--- config.mk ---
export PLATFORM = sky130hd
export DESIGN_NAME = csie_core
export DESIGN_NICKNAME = d
export VERILOG_FILES = /design/src/core/csie_sync.v /design/src/core/csie_prio.v /design/src/core/csie_core.v
export VERILOG_INCLUDE_DIRS = /design/src /design/src/core
export SDC_FILE = /design/constraint.sdc
export NUM_CORES = 1
export LEC_CHECK = 0
export ABC_AREA = 1
export BUFFER_PORTS_ARGS = -buffer_cell sky130_fd_sc_hd__buf_2
export CORE_MARGIN = 3
export CORE_UTILIZATION = 60
export DETAILED_ROUTE_END_ITERATION = 10
export HOLD_SLACK_MARGIN = 0.02
export MAX_ROUTING_LAYER = met4
export PLACE_DENSITY = 0.95
export SYNTH_ARGS = -nofsm -noshare
export SYNTH_HDL_FRONTEND = slang
export SYNTH_SLANG_ARGS = --single-unit
--- constraint.sdc ---
create_clock -name ref_clk_i -period 4.5 [get_ports ref_clk_i]
set_input_delay 0.9 -clock ref_clk_i [delete_from_list [all_inputs] [get_ports ref_clk_i]]
set_output_delay 0.9 -clock ref_clk_i [all_outputs]
set_load 0.005 [all_outputs]
--- src/core/csie_regs.vh ---
// Constants for the stack and interrupt entry block.
`ifndef CSIE_REGS_VH
`define CSIE_REGS_VH
`define CSIE_SPL_ADDR 6'h3d
`define CSIE_SPH_ADDR 6'h3e
`define CSIE_PROCESSOR_STATUS_REGISTER_ADDR 6'h3f
`define CSIE_GIE_BIT 7
`define CSIE_SP_RESET 16'h08ff
`define CSIE_SP_HI_MASK 8'h0f
`define CSIE_NSRC 8
`define CSIE_BOOT_BASE 16'h1c00
`define CSIE_VEC_STEP 16'h0002
`define CSIE_ENTRY_CYC 3'h4
`define CSIE_WAKE_CYC 3'h4
`define CSIE_RETURN_FROM_INTERRUPT_CYC 3'h4
`define CSIE_ST_IDLE 3'h0
`define CSIE_ST_ENTRY 3'h1
`define CSIE_ST_RETURN_FROM_INTERRUPT 3'h2
`define CSIE_ST_WAKE 3'h3
`define CSIE_ST_RET 3'h4
`endif

--- src/core/csie_sync.v ---
// Two-flop synchroniser for the external level and flag sources.
`timescale 1ns/100ps
module csie_sync (
  input wire ref_clk_i, // CPU clock.
  input wire resetn_i, // Asynchronous reset, active low.
  input wire [7:0] d_i, // Asynchronous inputs.
  output reg [7:0] q_o // Synchronised outputs.
);
  reg [7:0] meta_r;

  // The first stage feeds only the second stage.
  always @(posedge ref_clk_i or negedge resetn_i) begin
    if (!resetn_i) begin
      meta_r <= 8'h00;
      q_o <= 8'h00;
    end else begin
      meta_r <= d_i;
      q_o <= meta_r;
    end
  end
endmodule

--- src/core/csie_prio.v ---
// Fixed priority picker: the lowest index wins.
`timescale 1ns/100ps
module csie_prio (
  input wire [7:0] req_i, // Pending and enabled requests.
  output reg any_o, // Any request present.
  output reg [2:0] idx_o // Index of the winner.
);
  integer k;

  // Scan downward so the lowest index is the last written.
  always @* begin
    any_o = 1'b0;
    idx_o = 3'h0;
    for (k = 7; k >= 0; k = k - 1) begin
      if (req_i[k]) begin
        any_o = 1'b1;
        idx_o = k[2:0];
      end
    end
  end
endmodule

--- src/core/csie_core.v ---
// Stack pointer and interrupt entry and exit control of the CPU core.
`timescale 1ns/100ps
`include "csie_regs.vh"

////////////////////////////////////////////////////////////////////////////////
// Notes on behaviour
// - One-byte push lowers the stack pointer by one; pop raises it by one.
// - Calls and interrupt entry lower it by two; returns raise it by two.
// - Reset loads the last SRAM address; software relocates before use.
// - Pointer is two byte registers in I/O space, low and high.
// - A source is taken only with its enable and the global enable set.
// - Lowest vector address wins; reset first, then external request zero.
// - Vector select bit moves vectors to boot section; fuse moves reset.
// - Programmed boot lock bits suppress interrupts depending on the PC.
// - Taking an interrupt clears the global enable; handlers may re-enable.
// - Return from interrupt sets the global enable.
// - Vectoring clears the flag; writing one to a flag clears it.
// - Flags set while disabled are kept and later served by priority.
// - Level sources request only while their condition is present.
// - One main instruction runs after a return before the next interrupt.
// - Disable instruction blocks interrupts at once, same cycle included.
// - The instruction after enable runs before any pending interrupt.
// - Entry takes four cycles pushing the PC before the vector runs.
// - Interrupts wait until a multi-cycle instruction completes.
// - Wake from sleep adds four cycles to the response.
// - Return takes four cycles, pops two bytes and sets global enable.
// - The status register is neither saved nor restored.
// - Global enable is bit 7 of the status register, with set and clear.
module csie_core (
  input wire ref_clk_i, // CPU clock, 50 MHz.
  input wire resetn_i, // Asynchronous reset, active low.
  input wire io_we_i, // I/O write strobe.
  input wire io_re_i, // I/O read strobe.
  input wire [5:0] io_addr_i, // I/O address.
  input wire [7:0] io_wdata_i, // I/O write data.
  output reg [7:0] io_rdata_o, // I/O read data.
  input wire [7:0] processor_status_register_flags_i, // Low status bits from the ALU.
  input wire push_i, // One-byte push.
  input wire pop_i, // One-byte pop.
  input wire call_i, // Call, indirect_call or relative_call.
  input wire ret_i, // Subroutine return.
  input wire return_from_interrupt_i, // Interrupt return started.
  input wire sei_i, // Set global enable instruction.
  input wire cli_i, // Clear global enable instruction.
  input wire instr_done_i, // Last cycle of an instruction.
  input wire sleep_i, // Core is asleep.
  input wire [15:0] pc_i, // Current program counter.
  input wire [15:0] boot_start_i, // First word of the boot section.
  input wire vector_table_select_i, // Vectors at boot section start.
  input wire boot_reset_fuse_i, // Reset vector at boot section start.
  input wire app_boot_lock_bit_i, // Lock for application section.
  input wire boot_section_lock_bit_i, // Lock for boot section.
  input wire [7:0] src_evt_i, // Flag-type event pins.
  input wire [7:0] src_lvl_i, // Level-type condition pins.
  input wire [7:0] src_is_lvl_i, // One where a source is level type.
  input wire [7:0] src_en_i, // Individual enables.
  input wire [7:0] flag_clr_i, // Software write-one-to-clear of flags.
  output reg [7:0] flag_o, // Remembered flags.
  output wire [15:0] sp_o, // Stack pointer.
  output wire [15:0] reset_vec_o, // Reset vector address.
  output reg irq_take_o, // Interrupt accepted this cycle.
  output reg irq_busy_o, // Entry or return sequence running.
  output reg [15:0] irq_vec_o, // Vector address to fetch.
  output reg mem_we_o, // Stack write strobe.
  output reg [15:0] mem_addr_o, // Stack address.
  output reg [7:0] mem_wdata_o, // Stack write data.
  output reg [15:0] ret_pc_o, // Program counter sampled at the end of a return.
  output reg gie_o // Global interrupt enable.
);
  reg [15:0] sp_r;
  reg [15:0] sp_nxt;
  reg [2:0] st_r;
  reg [2:0] cnt_r;
  reg [2:0] sel_r;
  reg [15:0] pc_hold_r;
  reg sei_hold_r;
  reg return_from_interrupt_hold_r;
  reg [7:0] flag_nxt;
  wire [7:0] evt_s;
  wire [7:0] lvl_s;
  wire [7:0] pend;
  wire any;
  wire [2:0] win;
  wire lock_off;
  wire can_take;
  wire [15:0] vec_base;

  csie_sync u_sync_evt (
    .ref_clk_i(ref_clk_i),
    .resetn_i(resetn_i),
    .d_i(src_evt_i),
    .q_o(evt_s)
  );

  csie_sync u_sync_lvl (
    .ref_clk_i(ref_clk_i),
    .resetn_i(resetn_i),
    .d_i(src_lvl_i),
    .q_o(lvl_s)
  );

  ////////////////////////////////////////////////////////////////////////////
  // Request formation.

  // Level sources bypass the flag, so a vanished condition never fires.
  genvar g;
  generate
    for (g = 0; g < `CSIE_NSRC; g = g + 1) begin : g_src
      assign pend[g] = src_en_i[g] & (src_is_lvl_i[g] ? lvl_s[g] : flag_o[g]);
    end
  endgenerate

  csie_prio u_prio (
    .req_i(pend),
    .any_o(any),
    .idx_o(win)
  );

  // Locked code regions do not accept interrupts while executing inside them.
  // Both locks compare against the live program counter, so a handler that
  // jumps across the boundary changes its own eligibility at once.
  assign lock_off = (app_boot_lock_bit_i & (pc_i < boot_start_i)) |
    (boot_section_lock_bit_i & (pc_i >= boot_start_i));

  // CLI in the same cycle wins; SEI and RETURN_FROM_INTERRUPT each defer by one instruction.
  assign can_take = any & gie_o & ~cli_i & ~lock_off & instr_done_i & ~sei_hold_r &
    ~return_from_interrupt_hold_r & (st_r == `CSIE_ST_IDLE);

  assign vec_base = vector_table_select_i ? boot_start_i : 16'h0000;
  assign reset_vec_o = boot_reset_fuse_i ? boot_start_i : 16'h0000;
  assign sp_o = sp_r;

  ////////////////////////////////////////////////////////////////////////////
  // Flags: a new event beats both hardware and software clears.
  // The hardware clear lands one cycle after the accept pulse, so an event
  // arriving during entry is remembered rather than lost.
  always @* begin
    flag_nxt = flag_o & ~flag_clr_i;
    if (irq_take_o) begin
      flag_nxt[sel_r] = 1'b0;
    end
    flag_nxt = flag_nxt | (evt_s & ~src_is_lvl_i);
  end

  always @(posedge ref_clk_i or negedge resetn_i) begin
    if (!resetn_i) begin
      flag_o <= 8'h00;
    end else begin
      flag_o <= flag_nxt;
    end
  end

  ////////////////////////////////////////////////////////////////////////////
  // Stack pointer next value; register writes land after stack motion.
  // Applying the write last means software reads back what it wrote, save the upper four bits of the high byte, which are masked to zero,
  // even when a push or pop falls in the same cycle.
  always @* begin
    sp_nxt = sp_r;
    if (push_i) begin
      sp_nxt = sp_r - 16'h0001;
    end else if (pop_i) begin
      sp_nxt = sp_r + 16'h0001;
    end else if (call_i) begin
      sp_nxt = sp_r - 16'h0002;
    end else if (ret_i) begin
      sp_nxt = sp_r + 16'h0002;
    end
    if ((st_r == `CSIE_ST_ENTRY) && (cnt_r == 3'h1)) begin
      sp_nxt = sp_r - 16'h0002;
    end
    if ((st_r == `CSIE_ST_RETURN_FROM_INTERRUPT) && (cnt_r == 3'h1)) begin
      sp_nxt = sp_r + 16'h0002;
    end
    if (io_we_i && (io_addr_i == `CSIE_SPL_ADDR)) begin
      sp_nxt = {sp_nxt[15:8], io_wdata_i};
    end
    if (io_we_i && (io_addr_i == `CSIE_SPH_ADDR)) begin
      sp_nxt = {io_wdata_i & `CSIE_SP_HI_MASK, sp_nxt[7:0]};
    end
  end

  ////////////////////////////////////////////////////////////////////////////
  // Register read: pointer bytes and status with the live enable bit.
  // The status register itself is never saved here; handlers push it.
  always @(posedge ref_clk_i or negedge resetn_i) begin
    if (!resetn_i) begin
      io_rdata_o <= 8'h00;
    end else if (io_re_i) begin
      case (io_addr_i)
        `CSIE_SPL_ADDR: io_rdata_o <= sp_r[7:0];
        `CSIE_SPH_ADDR: io_rdata_o <= sp_r[15:8];
        `CSIE_PROCESSOR_STATUS_REGISTER_ADDR: io_rdata_o <= {gie_o, processor_status_register_flags_i[6:0]};
        default: io_rdata_o <= 8'h00;
      endcase
    end
  end

  ////////////////////////////////////////////////////////////////////////////
  // Entry and return sequencer with stack traffic.
  // Entry: the accept edge loads the vector and raises busy, the next two edges
  // write the low and then the high return byte, one edge idles, and the last
  // edge moves the pointer down by two and drops busy.
  // A wake from sleep inserts its extra cycles before the first stack write.
  // Return only presents the two pop addresses; the sequencer loads the program
  // counter itself, so the popped bytes never pass through this block.
  // Limitation: pushes, pops and calls are not interlocked with a running
  // sequence, so the sequencer must hold them off while busy is high.
  always @(posedge ref_clk_i or negedge resetn_i) begin
    if (!resetn_i) begin
      sp_r <= `CSIE_SP_RESET;
      st_r <= `CSIE_ST_IDLE;
      cnt_r <= 3'h0;
      sel_r <= 3'h0;
      pc_hold_r <= 16'h0000;
      gie_o <= 1'b0;
      sei_hold_r <= 1'b0;
      return_from_interrupt_hold_r <= 1'b0;
      irq_take_o <= 1'b0;
      irq_busy_o <= 1'b0;
      irq_vec_o <= 16'h0000;
      mem_we_o <= 1'b0;
      mem_addr_o <= 16'h0000;
      mem_wdata_o <= 8'h00;
      ret_pc_o <= 16'h0000;
    end else begin
      sp_r <= sp_nxt;
      irq_take_o <= 1'b0;
      mem_we_o <= 1'b0;
      // Holds clear only once the following instruction has finished.
      if (instr_done_i) begin
        sei_hold_r <= 1'b0;
        return_from_interrupt_hold_r <= 1'b0;
      end
      if (cli_i) begin
        gie_o <= 1'b0;
      end else if (sei_i) begin
        gie_o <= 1'b1;
        sei_hold_r <= ~gie_o;
      end else if (io_we_i && (io_addr_i == `CSIE_PROCESSOR_STATUS_REGISTER_ADDR)) begin
        gie_o <= io_wdata_i[`CSIE_GIE_BIT];
      end
      case (st_r)
        `CSIE_ST_IDLE: begin
          if (return_from_interrupt_i) begin
            st_r <= `CSIE_ST_RETURN_FROM_INTERRUPT;
            cnt_r <= `CSIE_RETURN_FROM_INTERRUPT_CYC;
            irq_busy_o <= 1'b1;
          end else if (can_take) begin
            sel_r <= win;
            pc_hold_r <= pc_i;
            gie_o <= 1'b0;
            irq_busy_o <= 1'b1;
            irq_vec_o <= vec_base + ({13'h0000, win} + 16'h0001) * `CSIE_VEC_STEP;
            st_r <= sleep_i ? `CSIE_ST_WAKE : `CSIE_ST_ENTRY;
            cnt_r <= sleep_i ? `CSIE_WAKE_CYC : `CSIE_ENTRY_CYC;
          end
        end
        `CSIE_ST_WAKE: begin
          // Extra response cycles while the core comes out of sleep.
          cnt_r <= cnt_r - 3'h1;
          if (cnt_r == 3'h1) begin
            st_r <= `CSIE_ST_ENTRY;
            cnt_r <= `CSIE_ENTRY_CYC;
          end
        end
        `CSIE_ST_ENTRY: begin
          cnt_r <= cnt_r - 3'h1;
          if (cnt_r == 3'h4) begin
            irq_take_o <= 1'b1;
            mem_we_o <= 1'b1;
            mem_addr_o <= sp_r;
            mem_wdata_o <= pc_hold_r[7:0];
          end else if (cnt_r == 3'h3) begin
            mem_we_o <= 1'b1;
            mem_addr_o <= sp_r - 16'h0001;
            mem_wdata_o <= pc_hold_r[15:8];
          end else if (cnt_r == 3'h1) begin
            st_r <= `CSIE_ST_IDLE;
            irq_busy_o <= 1'b0;
          end
        end
        `CSIE_ST_RETURN_FROM_INTERRUPT: begin
          cnt_r <= cnt_r - 3'h1;
          if (cnt_r == 3'h4) begin
            mem_addr_o <= sp_r + 16'h0001;
          end else if (cnt_r == 3'h3) begin
            mem_addr_o <= sp_r + 16'h0002;
          end else if (cnt_r == 3'h1) begin
            st_r <= `CSIE_ST_IDLE;
            irq_busy_o <= 1'b0;
            gie_o <= 1'b1;
            return_from_interrupt_hold_r <= 1'b1;
            ret_pc_o <= pc_i;
          end
        end
        default: begin
          st_r <= `CSIE_ST_IDLE;
          irq_busy_o <= 1'b0;
        end
      endcase
    end
  end
endmodule

**Yosys cells after proc, flatten, opt, wreduce, memory -nomap -nowiden**

Cells that the tools add are included.

- Bits in registers: 151
- Output and inout bits: 108
- Word-level logic and storage cells: 185
- Input bits: 111

- Add/subtract/negate cells: 7
- Bitwise logic cells: 34
- Equality and inequality tests: 16
- Multiplexer cells: 85
- Reduce and logical (&&, ||, !) cells: 18
- Order comparisons: 4

Operators with widths:

| operator | number |
|---|---|
| $mux W16 | 13 |
| $mux W3 | 17 |
| $mux W1 | 43 |
| $mux W8 | 4 |
| $pmux W16 S2 | 1 |
| $and A8 B8 Y8 | 3 |
| $not A8 Y8 | 3 |
| $pmux W8 S3 | 1 |
| $eq A6 B6 Y1 const B | 3 |
| $pmux W3 S3 | 2 |
| $and A1 B1 Y1 | 17 |
| $add A16 B1 Y16 const B | 1 |
| $add A16 B2 Y16 const B | 1 |
| $add A16 B5 Y16 | 1 |
| $ge A16 B16 Y1 | 1 |
| $lt A16 B16 Y1 | 1 |
| $sub A16 B1 Y16 const B | 1 |
| $sub A16 B2 Y16 const B | 1 |
| $reduce_and A5 Y1 | 2 |
| $eq A3 B2 Y1 const B | 3 |
| $not A1 Y1 | 9 |
| $or A8 B8 Y8 | 1 |
| $eq A3 B1 Y1 const B | 2 |
| $logic_and A1 B1 Y1 | 6 |
| other kinds (21) | 27 |

**Logic depth before layout (Yosys ltp)**

- Depth after elaboration: 20
- Depth in mapped cells: 23
- Depth with buffers taken out: 23

**Modules after synthesis**

A second synthesis with hierarchy kept.

- Cell total of the unflattened synthesis: 1276
- Area, all modules: 9462.8 sq um

By module, submodules not included:

| module | cells an instance | instances | area an instance (sq um) | sequential area each (sq um) |
|---|---|---|---|---|
| csie_core | 1222 | 1 | 8563.2 | 2964.1 |
| csie_sync | 16 | 2 | 400.4 | 400.4 |
| csie_prio | 22 | 1 | 98.8 | 0.0 |

**Worst setup path after synthesis**

OpenSTA, ideal clock, no wires.

- Path type: input-to-reg
- From: input src_en_i[6]
- To: register irq_vec_o[12]
- Buffers on the path: 0
- Data required time: 4.383 ns
- Cell stages on the path: 21
- Setup time: 0.117 ns
- Slack: 1.387 ns
- Arrival time: 2.996 ns
- Cell sequence: inv_1 -> nor2_1 -> nand2_1 -> inv_1 -> o21ai_0 -> nand2_1 -> nand2_1 -> nand2_1 -> nand2_1 -> nand2_1 -> inv_1 -> ha_1 -> xnor2_1 -> ha_1 -> a21oi_1 -> nand2_1 -> a21oi_1 -> nor3_1 -> xor2_1 -> nand3_1 -> nand2_1

- Elaborated cells on any way between the ends: 25
- Those cells by class: add/sub (2); mux (14); bitwise (8); reduce/logical (1)

RTL lines:

| item | RTL line | text |
|---|---|---|
| from (decl) | csie_core.v:56 | `input wire [7:0] src_en_i,` |
| $and A1 B1 Y1 | csie_core.v:109 | `assign pend[g] = src_en_i[g] & (src_is_lvl_i[g] ? lvl_s[g] : flag_o[g]);` |
| $mux W3 (7 in a row) | csie_prio.v:15 | `if (req_i[k]) begin` |
| net u_prio.idx_o[0] | csie_prio.v:6 | `output reg [2:0] idx_o` |
| $add A3 B1 Y4 | csie_core.v:253 | `` irq_vec_o <= vec_base + ({13'h0000, win} + 16'h0001) * `CSIE_VEC_STEP; `` |
| $add A16 B5 Y16 (no source line) | - |  |
| to (signal assigned) | csie_core.v:253 |  |
| to (decl) | csie_core.v:63 | `output reg [15:0] irq_vec_o,` |

The timed path passes the listed nets, and every way through them passes these cells.
A chain may end at the register's enable or synchronous reset.

**Worst setup path after layout**

- From: input src_is_lvl_i[6]
- To: register irq_vec_o[12]

- Elaborated cells on any way between the ends: 26
- Those cells by class: add/sub (2); mux (15); bitwise (8); reduce/logical (1)

RTL lines:

| item | RTL line | text |
|---|---|---|
| from (decl) | csie_core.v:55 | `input wire [7:0] src_is_lvl_i,` |
| $mux W1 | csie_core.v:109 |  |
| $and A1 B1 Y1 | csie_core.v:109 |  |
| $mux W3 (7 in a row) | csie_prio.v:15 |  |
| net u_prio.idx_o[0] | csie_prio.v:6 |  |
| $add A3 B1 Y4 | csie_core.v:253 |  |
| $add A16 B5 Y16 (no source line) | - |  |

The timed path passes the listed nets, and every way through them passes these cells.

==> flow_summary_export.csv <==
group,metric,value,unit
yosys,synth_seq_cells,150,
global_route,grt_pass1_vias,9769,
sta,final_max_slew_viol_count,0,
setup_path,cp_max_fo,4,
setup_path,worst_path_largest_cell_delay,0.32,ns
floorplanning,die-area,0.0179,mm2
layout,syn_to_final_growth,17.6,%
sta,rsz0062_at_grt,"false",
yosys,yosysTopAreaCell,"dfrtp_1",
pwr,leakage,6.19,nW
pwr,ir_drop,0.432,mV
yosys,synth_area,0.00980,mm2
run_status,outcome,"finished clean",
clock_tree,tritoncts,"built",
floorplanning,dieHeight,134,um
setup_path,worst_setup_path_start_kind,"input pin",
sta,fmax,0.302,GHz
clock_tree,post-cts-setup-buffers,0,
yosys,synth_top_area_frac,0.360,
yosys,yosysSeqAreaShare,0.384,
sta,period_needed,3.31,ns
routing,wl,31.2,mm
setup_path,cpMostUsedCell,"nand2_1",
global_route,track_usage,0.361,
setup_path,r2r_start,"flag_o[6]",
placed_design,place_area,0.0109,mm2
routing,drtIter0Drc,990,
clock_tree,clock-sinks,150,
sta,fin_crit_sh,0.736,
yosys,synthArstFlopShare,1.00,
worst_hold_path,hp-class,"flip-flop to flip-flop",
global_route,grt_max_degree,100,
setup_path,cp.required,4.81,ns
run,maxCapViolations,0,
sta,timing.hold.ws,0.342,ns
worst_hold_path,min_path_cells,0,
routing,viasPerCell,5.65,
layout,stdcell_area,0.0115,mm2
sta,finalSetupViolCount,0,
routing,vias,10000,
placed_design,routabilityCongestion,1.00,
setup_path,setup.worst_path.class,"input pin to flip-flop",
routing,wl_per_cell,17.6,um
placed_design,port_buffers,217,
floorplanning,io_pins,219,
sta,skew,0.00755,ns
yosys,synthFlopType,"dfrtp_1",
clock_tree,cts_root_buffer,"clkbuf_16",
setup_path,path_cells,"buf_2 > nor2_1 > nor2_1 > nand2_1 > inv_1 > o21ai_0 > nand2_1 > nand2_1 > nand2_1 > nand2_1 > nand2_1 > inv_1 > ha_1 > xnor2_1 > ha_1 > a21oi_1 > nand2_1 > a21oi_1 > nor3_1 > xor2_1 > nand3_1 > nand2_1",
sta,final_hold_viol_count,0,
yosys,syn_nets,1498,
global_route,overflow,0,
yosys,synth_edf_count,0,
pwr,power_per_cell_area,577,mW/mm2
floorplanning,fp.coreArea,0.0159,mm2
sta,tns,0,ns
yosys,yosysWarningCount,0,
setup_path,crit_arrival,3.62,ns
layout,post-route-util,0.723,
layout,final_nets,1692,
yosys,synthesis.area_per_instance,7.25,um2
clock_tree,cts_buffer_depth,2,
clock_tree,post_cts_resize_count,0,
clock_tree,insertion_delay,0.43,ns
global_route,antenna_found_initial,1,
clock_tree,h-tree-depth,4,
setup_path,cp-startpoint,"src_is_lvl_i[6]",
clock_tree,postCtsHoldBufs,0,
setup_path,cp-end-kind,"flip-flop",
floorplanning,initial_utilization,0.615,
routing,firstDrtPassIters,6,
floorplanning,rows,46,
routing,drtAntennaViolNets,0,
setup_path,worstRegToRegCells,21,
global_route,grt_pass1_wl,49.6,mm
setup_path,crit_slowest_cell,"a21oi_1",
floorplanning,die_w,134,um
sta,slew_headroom,0.329,
layout,drive_gt1_frac,0.233,
placed_design,place_hpwl,22.9,mm
clock_tree,cts_buffers,17,
yosys,synth_cells,1352,
yosys,yosys.cell_types.count,40,
yosys,yosysMostFrequentCell,"nand2_1",
sta,tightestPinTransition,1.01,ns
clock_tree,clkTransAtPathRegs,0.07,ns
worst_hold_path,min_from,"u_sync_evt.meta_r[1]",
yosys,synthTopCellsByArea,"dfrtp_1, nand2_1, inv_1, ha_1, nand3_1",
routing,drc_errors,0,
yosys,ys_top_cells_by_count,"nand2_1, inv_1, dfrtp_1",
## stage by stage
step                      worst slack [ns]  power [W]  std cells
after floorplan                       1.39    0.00410       1352
after global placement                1.01    0.00501       1743
after detailed placement             0.896    0.00511       1743
after CTS                             1.25    0.00658       1775
after global routing                 0.968    0.00707       1776
final                                 1.19    0.00665       1776
## state kept, by name, indices dropped and copies added (netlist names), 2 cells and up
signal             count
u_sync_evt.q_o         8
mem_addr_o            16
u_sync_lvl.q_o         8
sp_o                  16
mem_wdata_o            8
irq_vec_o             16
cnt_r                  3
ret_pc_o              16
io_rdata_o             8
st_r                   2
flag_o                 8
u_sync_evt.meta_r      8
u_sync_lvl.meta_r      8
pc_hold_r             16
sel_r                  3
## where the power goes
part           internal [W]  total (W)  switching (W)
sequential          0.00180    0.00227       0.000467
combinational       0.00105    0.00293        0.00188
clock              0.000838    0.00145       0.000614
total               0.00369    0.00665        0.00296
## worst paths after layout
path	to	slack (ns)
worst max-delay path	irq_vec_o[12]	1.19
worst min-delay path	u_sync_evt.q_o[1]	0.34
worst max register to register	irq_vec_o[12]	1.37
worst min register to register	u_sync_evt.q_o[1]	0.34
max in group asynchronous	sp_o[11]	2.90
min in group asynchronous	u_sync_evt.q_o[3]	0.54
## layout make-up
type | instances | area [um2]
diodes | 1 | 2.50
clock buffers | 19 | 443
clock inverters | 13 | 146
fillers | 1241 | 4410
inverters | 197 | 739
multi-input cells | 955 | 5010
flip-flops and latches | 150 | 3760
well taps | 216 | 270
repair buffers | 225 | 1150
## worst max-delay path: cells and delay by family
kind	cells	cell delay, ns
buffers and inverters	3	0.22
adder cells (fa/ha/maj)	2	0.51
AND/OR/NAND/NOR	12	1.00
AO/OA/AOI/OAI	3	0.62
XOR/XNOR	2	0.37
## cells in the final DEF (no fill, tap or decap), drive strengths merged, types with 3 or more instances in the layout
master,n
o21ai,111
nor4,3
o31ai,8
o21bai,5
clkbuf,19
nor2,103
dfrtp,141
buf,225
ha,34
nand3,90
nand2,424
xnor2,8
nand4,7
a21oi,53
a31oi,23
inv,198
o221ai,9
clkinv,6
dfstp,9
o22ai,4
nor3,12
o211ai,17
a211oi,3
xor2,36
clkinvlp,4
## cells by family (layout without fill, tap and decap cells)
logic type | Yosys count | count (layout) | synth area share
flops | 150 | 150 | 0.384
other cells | 0 | 1 | 0
simple gates | 640 | 640 | 0.279
compound gates | 236 | 236 | 0.147
xor+xnor | 44 | 44 | 0.0393
fa+ha+maj | 35 | 35 | 0.0454
buf+inv | 247 | 454 | 0.105
## routing by layer
layer  GRT usage  wire length, um  share of wire
met3      0.0844             3380           0.11
met2       0.574            14700           0.47
met4       0.169             1460          0.047
met1       0.440            11700           0.38
met5           -                0              0
(Power assumes the default switching activity.)
